[config.mk]
export PLATFORM = sky130hd
export DESIGN_NAME = i2cw_cfg
export DESIGN_NICKNAME = d
export VERILOG_FILES = /design/src/pkg/i2cw_pkg.sv /design/src/rtl/i2cw_cfg.sv
export SDC_FILE = /design/constraint.sdc
export NUM_CORES = 1
export LEC_CHECK = 0
export BUFFER_PORTS_ARGS = -buffer_cell sky130_fd_sc_hd__buf_2
export CAP_MARGIN = 5
export CORE_UTILIZATION = 56
export DETAILED_ROUTE_END_ITERATION = 12
export PLACE_DENSITY_LB_ADDON = 0.1
export SLEW_MARGIN = 20
export SYNTH_ARGS = -nofsm -noshare
export SYNTH_HDL_FRONTEND = slang
export SYNTH_SLANG_ARGS = --single-unit
[constraint.sdc]
create_clock -name clk_sys_i -period 2.46 [get_ports clk_sys_i]
set_input_delay 0.246 -clock clk_sys_i [delete_from_list [all_inputs] [get_ports clk_sys_i]]
set_output_delay 0.246 -clock clk_sys_i [all_outputs]
set_load 0.005 [all_outputs]
[src/pkg/i2cw_pkg.sv]
// package: register map, field positions, reset values and state types of the i2c config block
package i2cw_pkg;

  // register addresses as printed (byte-wide registers)
  localparam logic [19:0] CTL2_OFS = 20'hf0231;
  localparam logic [19:0] WL_OFS = 20'hf0232;
  localparam logic [19:0] WH_OFS = 20'hf0233;
  localparam logic [19:0] PM_OFS = 20'hfff26;

  // control two field positions
  localparam int unsigned WUP_BIT = 7;
  localparam int unsigned CLD_BIT = 5;
  localparam int unsigned DAD_BIT = 4;
  localparam int unsigned SMC_BIT = 3;
  localparam int unsigned DFC_BIT = 2;
  localparam int unsigned PRS_BIT = 0;
  localparam logic [7:0] CTL2_WMASK = 8'h8d;

  // direction register fields
  localparam int unsigned PM_SCL_BIT = 0;
  localparam int unsigned PM_SDA_BIT = 1;
  localparam logic [5:0] PM_UPPER = 6'h3f;

  // reset values
  localparam logic [7:0] CTL2_RST = 8'h00;
  localparam logic [7:0] WL_RST = 8'hff;
  localparam logic [7:0] WH_RST = 8'hff;
  localparam logic [1:0] PM_RST = 2'h3;

  // operation-clock cycles the wakeup setting needs before stop mode
  localparam logic [1:0] WUP_SETTLE_CYC = 2'h3;

  // generated serial clock phase
  typedef enum logic [1:0] {
    PH_IDLE = 2'b00,
    PH_LOW = 2'b01,
    PH_HIGH = 2'b10
  } i2cw_phase_t;

  // all state of the block
  typedef struct packed {
    logic [7:0] ctl2;
    logic [7:0] wl;
    logic [7:0] wh;
    logic [1:0] pm;
    logic [1:0] scl_s;
    logic [1:0] sda_s;
    logic scl_f;
    logic sda_f;
    logic cld;
    logic dad;
    logic div;
    logic tick;
    i2cw_phase_t phase;
    logic [7:0] cnt;
    logic scl_oe;
    logic sda_oe;
    logic drv_lvl;
    logic start_det;
    logic start_p;
    logic stop_p;
    logic stop_irq;
    logic match_irq;
    logic wake;
    logic irq_seen;
    logic master_block;
    logic [1:0] settle;
    logic settled;
    logic [7:0] rdata;
  } i2cw_state_t;

  localparam i2cw_state_t ST_RST = '{
    ctl2: CTL2_RST, wl: WL_RST, wh: WH_RST, pm: PM_RST,
    scl_s: 2'h3, sda_s: 2'h3, scl_f: 1'b1, sda_f: 1'b1,
    phase: PH_IDLE, cnt: 8'h00, rdata: 8'h00,
    settle: 2'h0, default: 1'b0};

  // address decode used by both the write and read paths
  function automatic logic i2cw_hit(input logic [19:0] addr, input logic [19:0] ofs);
    return addr == ofs;
  endfunction

endpackage

[src/rtl/i2cw_cfg.sv]
// module: i2c mode, wakeup, clock width and pin direction configuration
//
// Strobed register access was chosen for this implementation.
module i2cw_cfg
  import i2cw_pkg::*;
(
  input wire logic clk_sys_i,
  input wire logic rstn_i,
  input wire logic clk_en_i,
  input wire logic [19:0] reg_addr_i,
  input wire logic [7:0] reg_wdata_i,
  input wire logic reg_wr_i,
  input wire logic reg_rd_i,
  output logic [7:0] reg_rdata_o,
  input wire logic controller_enable_i,
  input wire logic stop_irq_enable_i,
  input wire logic match_event_i,
  input wire logic gen_run_i,
  input wire logic sda_drive_low_i,
  input wire logic scl_i,
  input wire logic sda_i,
  output logic scl_o,
  output logic scl_oe_o,
  output logic sda_o,
  output logic sda_oe_o,
  output logic opclk_tick_o,
  output logic fast_mode_o,
  output logic noise_filter_en_o,
  output logic wakeup_en_o,
  output logic wakeup_ready_o,
  output logic start_detected_flag_o,
  output logic stop_irq_o,
  output logic match_irq_o,
  output logic wake_o,
  output logic master_blocked_o
);

  i2cw_state_t st_q;
  i2cw_state_t st_d;

  // two-sample noise filter: the level only moves when both samples agree
  function automatic logic filt(input logic [1:0] hist, input logic held, input logic on);
    if (!on) begin
      return hist[0];
    end
    return (hist[1] == hist[0]) ? hist[0] : held;
  endfunction

  // next state of everything
  always_comb begin
    logic en;
    logic tk;
    logic wr_ctl2;
    logic nscl;
    logic nsda;
    en = controller_enable_i;
    tk = 1'b0;
    wr_ctl2 = 1'b0;
    nscl = 1'b1;
    nsda = 1'b1;
    st_d = st_q;
    if (clk_en_i) begin
      // operation clock: full rate or every second cycle
      tk = !st_q.ctl2[PRS_BIT] || st_q.div;
      st_d.div = !st_q.div;
      st_d.tick = tk;

      // pin sampling and optional filtering; the filter only cleans inputs
      // and never touches the clock counter, so the rate stays fixed
      st_d.scl_s = {st_q.scl_s[0], scl_i};
      st_d.sda_s = {st_q.sda_s[0], sda_i};
      nscl = filt(st_q.scl_s, st_q.scl_f, st_q.ctl2[DFC_BIT]);
      nsda = filt(st_q.sda_s, st_q.sda_f, st_q.ctl2[DFC_BIT]);
      st_d.scl_f = nscl;
      st_d.sda_f = nsda;

      // pin level flags, forced low while disabled
      st_d.cld = en && nscl;
      st_d.dad = en && nsda;

      // start and stop conditions on the filtered lines
      st_d.start_p = en && st_q.scl_f && nscl && st_q.sda_f && !nsda;
      st_d.stop_p = en && st_q.scl_f && nscl && !st_q.sda_f && nsda;
      if (!en) begin
        st_d.start_det = 1'b0;
      end else if (st_d.start_p) begin
        st_d.start_det = 1'b1;
      end else if (st_d.stop_p) begin
        st_d.start_det = 1'b0;
      end

      // interrupts: stop muted while waking, match unchanged either way
      st_d.stop_irq = st_d.stop_p && stop_irq_enable_i && !st_q.ctl2[WUP_BIT];
      st_d.match_irq = match_event_i;
      st_d.wake = match_event_i && st_q.ctl2[WUP_BIT];
      if (match_event_i && st_q.ctl2[WUP_BIT]) begin
        st_d.irq_seen = 1'b1;
      end

      // wakeup settle count, in operation clocks
      if (st_q.ctl2[WUP_BIT] && !st_q.settled && tk) begin
        st_d.settle = 2'(st_q.settle + 2'h1);
        st_d.settled = (2'(st_q.settle + 2'h1) == WUP_SETTLE_CYC);
      end

      // master block is lifted by the next start or stop condition
      if (st_d.start_p || st_d.stop_p) begin
        st_d.master_block = 1'b0;
      end

      // register writes
      wr_ctl2 = reg_wr_i && i2cw_hit(reg_addr_i, CTL2_OFS);
      if (wr_ctl2) begin
        st_d.ctl2[WUP_BIT] = reg_wdata_i[WUP_BIT];
        if (!en) begin
          st_d.ctl2 = reg_wdata_i & CTL2_WMASK;
        end
        if (reg_wdata_i[WUP_BIT] && !st_q.ctl2[WUP_BIT]) begin
          st_d.settle = 2'h0;
          st_d.settled = 1'b0;
          st_d.irq_seen = 1'b0;
        end
        if (!reg_wdata_i[WUP_BIT] && st_q.ctl2[WUP_BIT] && !st_q.irq_seen) begin
          st_d.master_block = 1'b1;
        end
        if (!reg_wdata_i[WUP_BIT]) begin
          st_d.settled = 1'b0;
        end
      end
      if (reg_wr_i && !en && i2cw_hit(reg_addr_i, WL_OFS)) begin
        st_d.wl = reg_wdata_i;
      end
      if (reg_wr_i && !en && i2cw_hit(reg_addr_i, WH_OFS)) begin
        st_d.wh = reg_wdata_i;
      end
      if (reg_wr_i && i2cw_hit(reg_addr_i, PM_OFS)) begin
        st_d.pm = reg_wdata_i[1:0];
      end

      // serial clock generator, low then high, each counted in opclk ticks
      if (!en || !gen_run_i) begin
        st_d.phase = PH_IDLE;
        st_d.cnt = 8'h00;
      end else begin
        unique case (st_q.phase)
          PH_IDLE: begin
            st_d.phase = PH_LOW;
            st_d.cnt = 8'h00;
          end
          PH_LOW: begin
            if (tk) begin
              if (st_q.cnt >= st_q.wl) begin
                st_d.phase = PH_HIGH;
                st_d.cnt = 8'h00;
              end else begin
                st_d.cnt = 8'(st_q.cnt + 8'h01);
              end
            end
          end
          PH_HIGH: begin
            if (tk) begin
              if (st_q.cnt >= st_q.wh) begin
                st_d.phase = PH_LOW;
                st_d.cnt = 8'h00;
              end else begin
                st_d.cnt = 8'(st_q.cnt + 8'h01);
              end
            end
          end
          default: begin
            st_d.phase = PH_IDLE;
            st_d.cnt = 8'h00;
          end
        endcase
      end

      // open-drain drive: only low is ever driven, and only in output mode
      st_d.drv_lvl = 1'b0;
      st_d.scl_oe = !st_q.pm[PM_SCL_BIT] && (!en || st_q.phase == PH_LOW);
      st_d.sda_oe = !st_q.pm[PM_SDA_BIT] && (!en || sda_drive_low_i);

      // read data stands in the cycle after the strobe and holds while clk_en_i is low
      st_d.rdata = 8'h00;
      if (reg_rd_i) begin
        if (i2cw_hit(reg_addr_i, CTL2_OFS)) begin
          st_d.rdata = st_q.ctl2 & CTL2_WMASK;
          st_d.rdata[CLD_BIT] = st_q.cld;
          st_d.rdata[DAD_BIT] = st_q.dad;
        end else if (i2cw_hit(reg_addr_i, WL_OFS)) begin
          st_d.rdata = st_q.wl;
        end else if (i2cw_hit(reg_addr_i, WH_OFS)) begin
          st_d.rdata = st_q.wh;
        end else if (i2cw_hit(reg_addr_i, PM_OFS)) begin
          st_d.rdata = {PM_UPPER, st_q.pm};
        end
      end
    end
  end

  // state register with synchronous reset
  always_ff @(posedge clk_sys_i) begin
    if (!rstn_i) begin
      st_q <= ST_RST;
    end else begin
      st_q <= st_d;
    end
  end

  // outputs straight from the state register
  assign reg_rdata_o = st_q.rdata;
  assign scl_o = st_q.drv_lvl;
  assign scl_oe_o = st_q.scl_oe;
  assign sda_o = st_q.drv_lvl;
  assign sda_oe_o = st_q.sda_oe;
  assign opclk_tick_o = st_q.tick;
  assign fast_mode_o = st_q.ctl2[SMC_BIT];
  assign noise_filter_en_o = st_q.ctl2[DFC_BIT];
  assign wakeup_en_o = st_q.ctl2[WUP_BIT];
  assign wakeup_ready_o = st_q.settled;
  assign start_detected_flag_o = st_q.start_det;
  assign stop_irq_o = st_q.stop_irq;
  assign match_irq_o = st_q.match_irq;
  assign wake_o = st_q.wake;
  assign master_blocked_o = st_q.master_block;
endmodule // i2cw_cfg

### Word level (Yosys, flattened, before mapping)

Index checks and enable logic that the tools add are counted.

* bits in registers: 61
* output and inout port bits: 22

* add/subtract/negate cells: 2
* mux-type cells: 34
* eq/ne operators: 14
* reductions and logical operators: 49
* order comparisons: 2
* bitwise logic cells: 1

Operator list (number)
* $eq 20x20->1 const B: 4
* $mux 8: 7
* $mux 10: 3
* $pmux 10 s3: 1
* $logic_and 1x1->1: 23
* $mux 1: 18
* $ge 8x8->1: 2
* $logic_not 1->1: 12
* $ne 3x3->1 const B: 4
* $reduce_and 2->1: 5
* $add 8x1->8 const B: 1
* $mux 3: 2
* $reduce_and 3->1: 2
* $logic_or 1x1->1: 5
* $mux 5: 1
* $reduce_and 5->1: 1
* $eq 2x2->1 const B: 2
* $mux 2: 2
* $ne 3x1->1 const B: 1
* $add 2x1->2 const B: 1
* $eq 1x1->1: 2
* $eq 2x1->1 const B: 1
* $logic_not 2->1: 1
* $not 1->1: 1

### Longest topological paths before layout

Gate-level depths: netlist (run 1).

* depth after elaboration: 11
* gate-level depth with buffers: 8
* gate-level depth less buffers: 8

### Worst setup path before layout (run 1)

OpenSTA, ideal clock, no wires.

* path kind: reg2reg
* start: reg st_q[24] in the netlist's numbering
* end: reg st_q[31] in the netlist's numbering
* arrival time: 1907 ps
* stages on the path, launching flop included: 8
* required time: 2341 ps
* path buffers: 0
* setup time: 119 ps
* setup slack: 434 ps
* cell sequence: dfxtp_1 -> ha_1 -> a211oi_1 -> o21ai_0 -> a211oi_1 -> a21oi_1 -> nor2b_1 -> o221a_2

* longest elaborated chain between the ends: 3

RTL lines
* start: declaration: RTL line i2cw_cfg.sv:38 `i2cw_state_t st_q;`
* start signal: assignment: RTL line i2cw_cfg.sv:205 `st_q <= st_d;`
* $ge 8x8->1, on equally long branches: RTL line i2cw_cfg.sv:162, i2cw_cfg.sv:152
* $ne 3x3->1 (no line)
* $reduce_and 5->1 (no line) (*)

Mark *: on every way between the ends. The rest lies on a longest branch, timed or not.
A chain may end at the register's enable or synchronous reset.

### Worst setup path after layout (run 1)

* start: reg st_q[22] in the netlist's numbering
* end: reg st_q[27] in the netlist's numbering

* longest elaborated chain between the ends: 5

RTL lines
* $add 8x1->8 (tied with other cells): RTL line i2cw_cfg.sv:156, i2cw_cfg.sv:166
* $mux 8, on equally long branches: RTL line i2cw_cfg.sv:162, i2cw_cfg.sv:152
* $mux 10, on equally long branches: RTL line i2cw_cfg.sv:161, i2cw_cfg.sv:151
* $pmux 10 s3 (*): RTL line i2cw_cfg.sv:145 `unique case (st_q.phase)`
* $mux 10 (*): RTL line i2cw_cfg.sv:141 `if (!en || !gen_run_i) begin`

Mark *: on every way between the ends. The rest lies on a longest branch, timed or not. The select of a mux whose other input is x is not followed.

==> results of run 1 <==
stage by stage:
stage,worst slack (ps),cell area (µm²)
global route,10.0,3870
finish,272,3870
CTS,231,3870
floorplan,434,3410
detailed placement,237,3660
global placement,311,3660
Yosys cell counts, drive strengths merged (2+ instances only):
cell type,count,share of area
a211oi,11,0.024
a21boi,7,0.015
a21o,3,0.0066
a21oi,13,0.020
a22o,3,0.0077
and2,7,0.014
and3,4,0.0077
buf,22,0.047
clkbuf,9,0.0099
dfxtp,61,0.36
ha,18,0.066
inv,22,0.024
mux2i,18,0.053
nand2,62,0.068
nand2b,4,0.0074
nand3,13,0.021
nand4,6,0.011
nand4b,2,0.0096
nor2,18,0.021
nor2b,14,0.026
nor3,9,0.013
nor3b,4,0.0088
nor4,3,0.0099
nor4b,3,0.014
o211ai,9,0.020
o21ai,26,0.038
o22a,2,0.0051
o31ai,5,0.011
xnor2,2,0.0051
timing repair:
action / CTS / global route
buffers inserted: 0 / 0
setup endpoints to repair: 0 / 1
gates resized for setup: 0 / 1
routing by layer:
metal / share of wire / GRT usage / vias up
li1: - / - / 1502
met2: 0.46 / 0.439 / 62
met3: 0.043 / 0.0503 / 16
met1: 0.48 / 0.335 / 1345
met4: 0.023 / 0.129 / 0
met5: 0 / 0 / -
cell families after synthesis:
family / count (synthesis) / share of synthesized area
XOR/XNOR: 3 / 0.00772
adder cells (fa/ha/maj): 19 / 0.0695
multiplexers: 18 / 0.0529
AO/OA/AOI/OAI: 91 / 0.181
other: 1 / 0.00110
buffers and inverters: 54 / 0.0827
flip-flops: 61 / 0.359
AND/OR/NAND/NOR: 155 / 0.246
how the worst max path moves through the flow:
stage	from	endpoint	slack, ps	depth (start not counted)
3_5_place_dp	st_q[24]	st_q[27]	240	7
2_1_floorplan	st_q[24]	st_q[31]	430	7
6_report	st_q[22]	st_q[27]	270	8
5_1_grt	st_q[22]	st_q[27]	10	8
3_3_place_gp	st_q[24]	st_q[31]	310	7
4_1_cts	st_q[24]	st_q[27]	230	7
worst max-delay path: cells and delay by family, from the launching register on:
family | cells | cell delay (ps)
simple gates | 2 | 410
compound gates | 4 | 930
fa+ha+maj | 1 | 300
flops | 1 | 400
buf+inv | 1 | 90
flip-flops by register name, indices dropped and copies added, names as in the netlist:
| signal | count |
|---|---|
| wakeup_ready_o | 1 |
| st_q | 41 |
| scl_oe_o | 1 |
| fast_mode_o | 1 |
| sda_oe_o | 1 |
| noise_filter_en_o | 1 |
| reg_rdata_o | 8 |
| match_irq_o | 1 |
| opclk_tick_o | 1 |
| master_blocked_o | 1 |
| stop_irq_o | 1 |
| wakeup_en_o | 1 |
| start_detected_flag_o | 1 |
| wake_o | 1 |
final cells by class:
type,count,area share
clock buffers,12,0.0426
clock inverters,3,0.0113
inverters,23,0.0223
multi-input cells,288,0.493
flip-flops and latches,61,0.315
well taps,75,0.0242
repair buffers,67,0.0917
power groups by stage:
| stage | clock [mW] | combinational, mW | sequential (mW) |
|---|---|---|---|
| after global routing | 0.993 | 0.184 | 1.01 |
| after CTS | 0.950 | 0.166 | 1.01 |
| after floorplan | 0 | 0.0997 | 1.03 |
| after global placement | 0 | 0.162 | 1.03 |
| after detailed placement | 0 | 0.165 | 1.04 |
| final | 0.943 | 0.167 | 1.01 |
==> impl_results.md, run 1 <==
* Multi-input gate area at ~0.0019 mm²
* Max-Slew Margin vs Limit at 0.644
* Setup TNS at 0 ps
* ANT nets after route at 0
* Via density per instance at approximately 5.5
* Kind of critical path: flop to flop
* Die Width at 80.0 µm
* Initial antenna violation count at 0
* Residual DRC at 0
* Clk buf depth at 2
* CTS root buffer: clkbuf_8
* Routed Wire Length at 7880 µm
* Die Ht at 80.0 µm
* Worst-Margin Slew at 534 ps
* Syn Area/Cell at about 8.5 µm²
* HP Class: primary input to flop
* Largest net degree at the start of global routing at just over 50
* EDFF count, synth at 0
* RSZ-0062 raised after global routing: false
* Clock share of power at 0.444
* Post-layout min period at 2190 ps
* HPWL after DPL at between 5000 and 6000 µm
* Drt initial violations at 152
* Fin Hold WS at 116 ps
* Finished Core Util at 0.658
* R2R Path Start: st_q[22]
* Final hold vios at 0
* Clk sink count at 61
* Core ar. at about 0.0059 mm²
* First-pass GRT wire length at roughly 13000 µm
* CTS buffer count at 9
* Synth Cell Area at 0.00340 mm²
* Clock transition at the registers of the reported paths at around 70 ps
* Leakage power total at between 1.5 and 2 nW
* ANT cells at 0
* Hold wc startpoint: sda_i
* Cell Rows at 28
* Via count at just under 3000
* Crit-path cells: inv_1 -> ha_1 -> nor2b_1 -> o21ai_0 -> a221oi_1 -> a21oi_2 -> nor4b_1 -> a21o_1
* Worst Skew at ~6.4 ps
* H-tree depth at 3
* Crit path launch type: flop
* Crit end category: flop
* Maximum vdd drop at 0.000357 V
* Most frequent cells in the layout: nand2_1 (62), dfxtp_1 (61), buf_2 (59)
* Mapped Cells at roughly 400
* Async SR Flop Fraction at 0
* Yosys cell types at 65
* Hold Path End: st_q[38]
* RR Endpoint: st_q[27]
* Pwr Density at 548 mW/mm²
* Placed instance count at 514
* Internal Power at about 1.6 mW
* Seq/Total Area, Yosys at 0.359
* Seq pwr share at 0.477
* DR pass1 iterations at 4
* Routability cong. at ~0.85
* Initial Util at 0.578
* Layout area overhead at 13.9%
* Worst-skew pair later-pin latency at between 300 and 400 ps
* Most common cell after layout, fill and taps aside: nand2_1
* Psw at about 0.51 mW
* Largest stage delay, worst path at 500 ps
* Outcome: completed
* Buffers on Ports at 59
* WL per Instance at 14.9 µm
* R2R depth at 8
* Hold path cells at 3
* CTS Hold Bufs at 0
* NumNets Final at between 500 and 600
* Share of cells above drive strength 1 at 0.214
* Total track usage at 0.267
* Critical-path maximum fanout at 10
* Register bit total from synthesis at between 60 and 70
* CTS tree: yes
* Combinational share of power at 0.078
* CP max-delay cell: a221oi_1
* Ys flop type: dfxtp_1
* FF/Latch Area at between 0.001 and 0.0015 mm²
* Final setup viols at 0
* Max cap viols at 0
* Vias in the first global route at ~2700
* Layout Cells excl Fill at roughly 530
* Final Cycle Share at 0.889
* GRT overflow at 0
* IO Pins at between 60 and 70
* Switching Share at 0.239
* WP data required at roughly 2800 ps
* Slew Limit Fails at 0
* Tot Pwr at between 2 and 2.5 mW
* Yosys warnings at 0
* Fmax at approximately 460 MHz
* FILL cells at 519
* Die area at between 0.006 and 0.007 mm²
* FF-to-FF setup slack at between 200 and 300 ps
* Crit path DAT at around 2500 ps
No activity file was read; power rests on OpenSTA's default activity.
==> run 2, diff against run 1 <==
--- a/config.mk
+++ b/config.mk
@@ -7,9 +7,12 @@
 export LEC_CHECK = 0
 export BUFFER_PORTS_ARGS = -buffer_cell sky130_fd_sc_hd__buf_2
 export CAP_MARGIN = 5
-export CORE_UTILIZATION = 56
+export CELL_PAD_IN_SITES_DETAIL_PLACEMENT = 0
+export CELL_PAD_IN_SITES_GLOBAL_PLACEMENT = 1
+export CORE_UTILIZATION = 42
 export DETAILED_ROUTE_END_ITERATION = 12
 export PLACE_DENSITY_LB_ADDON = 0.1
+export RECOVER_POWER = 50
 export SLEW_MARGIN = 20
 export SYNTH_ARGS = -nofsm -noshare
 export SYNTH_HDL_FRONTEND = slang
==> run 2 against run 1 <==
  * Final area fell by 0.23%
  * Combinational power fell by 4%
  * Largest cell class unchanged
  * Critical path depth shrank 1
  * Register-to-register slack got worse by 20 ps
==> impl_results.md, run 2 (synthesis gave the netlist of run 1 again) <==
* HPWL after DPL at slightly above 6000 µm
* IO Pins at 62
* Fmax at between 400 and 500 MHz
* Largest Register: st_q
* Most common cell after layout, fill and taps aside: nand2_1
* Vias in the first global route at between 2000 and 3000
* ANT cells at 0
* Worst-Margin Slew at between 900 and 1000 ps
* Buffers on Ports at around 60
* Seq pwr share at 0.450
* Max cap viols at 0
* ANT nets after route at 0
* Via count at 2944
* Slew Limit Fails at 0
* CTS Hold Bufs at 0
* Crit path DAT at 2450 ps
* DR pass1 iterations at 4
* Residual DRC at 0
* GRT overflow at 0
* Clk buf depth at 2
* Final setup viols at 0
* Clk sink count at 61
* Setup TNS at 0 ps
* Worst-skew pair later-pin latency at ~340 ps
* Pwr Density at 582 mW/mm²
* Routability cong. at around 0.80
* Die Width at 92.0 µm
* CTS tree: yes
* Worst Skew at roughly 13 ps
* Crit end category: flop
* Core ar. at slightly below 0.008 mm²
* Crit path launch type: flop
* CTS root buffer: clkbuf_8
* Switching Share at 0.227
* Clock share of power at 0.478
* Final hold vios at 0
* Combinational share of power at 0.072
* HP Class: primary input to flop
* Initial Util at 0.438
* Most frequent cells in the layout: nand2_1 (62), dfxtp_1 (61), buf_2 (49)
* RSZ-0062 raised after global routing: false
* Pre-CTS WS at about 240 ps
* Leakage power total at ~1.8 nW
* CTS buffer count at 9
* WP data required at about 2700 ps
* Die Ht at ~90 µm
* Layout area overhead at 13.6%
* Routed Wire Length at slightly above 8000 µm
* First-pass GRT wire length at roughly 14000 µm
* Drt initial violations at 138
* Tot Pwr at between 2 and 2.5 mW
* Die area at ~0.0085 mm²
* Post-CTS Setup Inserts at 0
* H-tree depth at 3
* Clock transition at the registers of the reported paths at ~70 ps
* Total track usage at 0.206
* Psw at 0.512 mW
* NumNets Final at 505
* Max reg flops at between 40 and 50
* Kind of critical path: flop to flop
* WL per Instance at approximately 15 µm
* Maximum vdd drop at between 0.0002 and 0.0003 V
* Largest net degree at the start of global routing at just over 50
* Post-layout min period at 2210 ps
* Cell Rows at 32
* Critical-path maximum fanout at 6
* Outcome: completed
* Initial antenna violation count at 0
* Final Cycle Share at 0.898
* Internal Power at roughly 1.7 mW
* Share of cells above drive strength 1 at 0.173
* PostCTS Resize Cnt at 0
* Via density per instance at between 5 and 6
* Post-route worst setup slack at 250 ps
* Max-Slew Margin vs Limit at 0.357
-- run 2: final timing paths --
path / from / slack [ps] / cells after the start / to
max: st_q[24] / 250 / 7 / st_q[31]
min reg2reg: st_q[12] / 450 / 2 / st_q[12]
max reg2reg: st_q[24] / 250 / 7 / st_q[31]
min: sda_i / 120 / 3 / st_q[38]
-- run 2: layout make-up --
class	count	area, µm²
Sequential cell	61	1220
Multi-Input combinational cell	288	1880
Clock inverter	6	111
Fill cell	805	3900
Clock buffer	10	128
Inverter	23	86.3
Timing Repair Buffer	64	310
Tap cell	102	128
-- run 2: power groups by stage --
stage               Sequential [mW]  Combinational [mW]  Clock [mW]
floorplan                      1.03              0.0997           0
global placement               1.03               0.163           0
detailed placement             1.03               0.165           0
CTS                            1.01               0.166        1.10
global route                   1.01               0.180        1.15
finish                         1.01               0.161        1.08
-- run 2: critical path, stage by stage (launching register included) --
cell      delay [ps]
dfxtp_1          440
ha_1             280
a211oi_1         220
o21ai_0          120
a211oi_1         420
a21oi_1          210
nor2b_1          180
o221a_2          230
-- run 2: per-layer routing --
metal  global-route usage  share of wire  vias up
met4               0.0872          0.015        0
li1                     -              -     1510
met1                0.295           0.52     1344
met5                    0              0        -
met3               0.0348          0.048       12
met2                0.304           0.42       78
-- run 2: metrics by stage --
| stage | utilization | instance area (µm²) | hold WS, ps | cells |
|---|---|---|---|---|
| floorplan | - | 3410 | 371 | 403 |
| global placement | 0.473 | 3670 | 436 | 538 |
| detailed placement | 0.473 | 3670 | 439 | 538 |
| CTS | 0.504 | 3910 | 99.9 | 554 |
| global route | 0.498 | 3870 | 125 | 554 |
| finish | 0.498 | 3870 | 117 | 554 |
==> run 3, diff against run 2 <==
--- a/config.mk
+++ b/config.mk
@@ -6,10 +6,11 @@
 export NUM_CORES = 1
 export LEC_CHECK = 0
 export BUFFER_PORTS_ARGS = -buffer_cell sky130_fd_sc_hd__buf_2
-export CAP_MARGIN = 5
+export CAP_MARGIN = 20
 export CELL_PAD_IN_SITES_DETAIL_PLACEMENT = 0
 export CELL_PAD_IN_SITES_GLOBAL_PLACEMENT = 1
-export CORE_UTILIZATION = 42
+export CORE_UTILIZATION = 43
+export CTS_BUF_LIST = sky130_fd_sc_hd__clkbuf_2 sky130_fd_sc_hd__clkbuf_4 sky130_fd_sc_hd__clkbuf_8
 export DETAILED_ROUTE_END_ITERATION = 12
 export PLACE_DENSITY_LB_ADDON = 0.1
 export RECOVER_POWER = 50
==> run 3 against run 2 <==
  * The run now ends with design-rule violations left
  * Die area shrank 2.3%
  * Clock-buffer cell count grew 1
  * Critical path depth grew 1
  * Global-route usage grew 0.36 points
  * Sequential cell count is the same
  * Via count shrank 1.6%
  * Wire length shrank 1.6%
  * Non-clock buffer count grew 2
  * Clock skew shrank 5.9 ps
  * Worst hold slack gained 2.0 ps
  * Final cell count grew 0.18%
  * Critical endpoint is now st_q[25]
==> impl_results.md, run 3 (synthesis gave the netlist of run 1 again) <==
* Crit end category: flop
* IO Pins at 62
* CTS Hold Bufs at 0
* Drt initial violations at about 200
* Max cap viols at 0
* Final setup viols at 0
* Clock share of power at 0.433
* HPWL after DPL at around 6000 µm
* CP max-delay cell: a21oi_2
* First-pass GRT wire length at between 10000 and 15000 µm
* Via count at roughly 2900
* PostCTS Resize Cnt at 0
* Final hold vios at 0
* Die area at between 0.008 and 0.009 mm²
* CTS root buffer: clkbuf_8
* Failing checks: design-rule violations
* Largest net degree at the start of global routing at 51
* Critical-path maximum fanout at 10
* Most frequent cells in the layout: nand2_1 (62), dfxtp_1 (61), buf_2 (55)
* Multi-input gate area at between 0.0015 and 0.002 mm²
* Core ar. at just under 0.008 mm²
* H-tree depth at 3
* Residual DRC at 1
* Die Width at between 90 and 100 µm
* Max-Slew Margin vs Limit at 0.374
* RSZ-0062 raised after global routing: false
* Worst Skew at 7.13 ps
* Post-CTS Setup Inserts at 0
* Cell Rows at 32
* Worst-skew pair later-pin latency at around 340 ps
* Outcome: finished with violations
* Cell area after layout at 0.00388 mm²
* Initial antenna violation count at 0
* WP data required at ~2700 ps
* Post-placement cell area at about 0.0037 mm²
* Setup TNS at 0 ps
* FILL cells at 779
* HP Class: primary input to flop
* Layout area overhead at 14.0%
* ANT nets after route at 0
* Seq pwr share at 0.487
* Crit-path cells: inv_1 -> ha_1 -> nor2b_1 -> o21ai_0 -> a221oi_2 -> a21oi_2 -> nor2_1 -> a221o_1
* Pwr Density at approximately 540 mW/mm²
* FF/Latch Area at ~0.0012 mm²
* Final Cycle Share at 0.881
* WL per Instance at about 15 µm
* Largest stage delay, worst path at around 430 ps
* Die Ht at a little over 90 µm
* Share of cells above drive strength 1 at 0.199
* Switching Share at 0.240
* Via density per instance at roughly 5.2
* CP bufs+invs at 1
* Initial Util at 0.443
* Crit path launch type: flop
* Routed Wire Length at 8070 µm
* FF-to-FF setup slack at slightly below 300 ps
* Slew Limit Fails at 0
* ANT cells at 0
* NumNets Final at just over 500
* GRT overflow at 0
* Psw at roughly 0.5 mW
* Vias in the first global route at 2715
* Clock transition at the registers of the reported paths at roughly 70 ps
* Clk buf depth at 2
* Total track usage at 0.210
* Maximum vdd drop at 0.000289 V
* CTS buffer count at 9
* Clk sink count at a little over 60
* Most common cell after layout, fill and taps aside: nand2_1
* Fmax at approximately 460 MHz
* Crit path DAT at around 2400 ps
* Combinational share of power at 0.080
* Leakage power total at around 1.8 nW
* Buffers on Ports at between 50 and 60
* CTS tree: yes
* Crit path max-delay family: compound AO/OA/AOI/OAI gates
* Post-layout min period at between 2000 and 2500 ps
* Worst-Margin Slew at 939 ps
* Max reg flops at 41
* Internal Power at 1.58 mW
* DR pass1 iterations at 8
* Routability cong. at approximately 0.80
* Largest Register: st_q
* Kind of critical path: flop to flop
[run 3: cell types whose count changed in the layout (fill, tap and decap cells not counted), sizes merged]
cell and change:
buf +9, bufinv -2, clkbuf -6
[run 3: metrics by stage]
| stage | hold WS [ps] | utilization | std cells | power [mW] | worst slack [ps] |
|---|---|---|---|---|---|
| 2_1_floorplan | 371 | - | 403 | 1.13 | 434 |
| 3_5_place_dp | 437 | 0.480 | 540 | 1.20 | 240 |
| 5_1_grt | 99.6 | 0.505 | 555 | 2.18 | 77.6 |
| 6_report | 119 | 0.505 | 555 | 2.08 | 293 |
| 4_1_cts | 98.3 | 0.506 | 555 | 2.12 | 227 |
| 3_3_place_gp | 432 | 0.480 | 540 | 1.20 | 272 |
[run 3: routing by layer]
layer  global-route usage  share of wire
met1                0.283           0.49
met2                0.315           0.44
met3               0.0603          0.054
met4               0.0807          0.016
met5                    0              0
[run 3: layout make-up]
type / instances / area share
clock inverters: 4 / 0.0123
well taps: 102 / 0.0329
repair buffers: 66 / 0.0868
flip-flops and latches: 61 / 0.315
multi-input cells: 288 / 0.492
clock buffers: 11 / 0.0390
inverters: 23 / 0.0223
[run 3: worst paths after layout]
kind | startpoint | endpoint | cells past startpoint
min reg2reg | reg_rdata_o[7] | reg_rdata_o[7] | 2
min | sda_i | st_q[38] | 3
max | st_q[22] | st_q[25] | 8
max reg2reg | st_q[22] | st_q[25] | 8
[run 3: worst register-to-register path, delay by kind of cell, from the launching register on]
family,cells,cell delay (ps)
flip-flops,1,410
AO/OA/AOI/OAI,4,1130
AND/OR/NAND/NOR,2,150
adder cells (fa/ha/maj),1,280
buffers and inverters,1,80
[run 3: power groups by stage]
stage | combinational, mW | sequential (mW) | clock [mW]
2_1_floorplan | 0.0997 | 1.03 | 0
3_3_place_gp | 0.166 | 1.04 | 0
4_1_cts | 0.168 | 1.01 | 0.934
5_1_grt | 0.185 | 1.01 | 0.977
6_report | 0.166 | 1.01 | 0.902
3_5_place_dp | 0.167 | 1.04 | 0
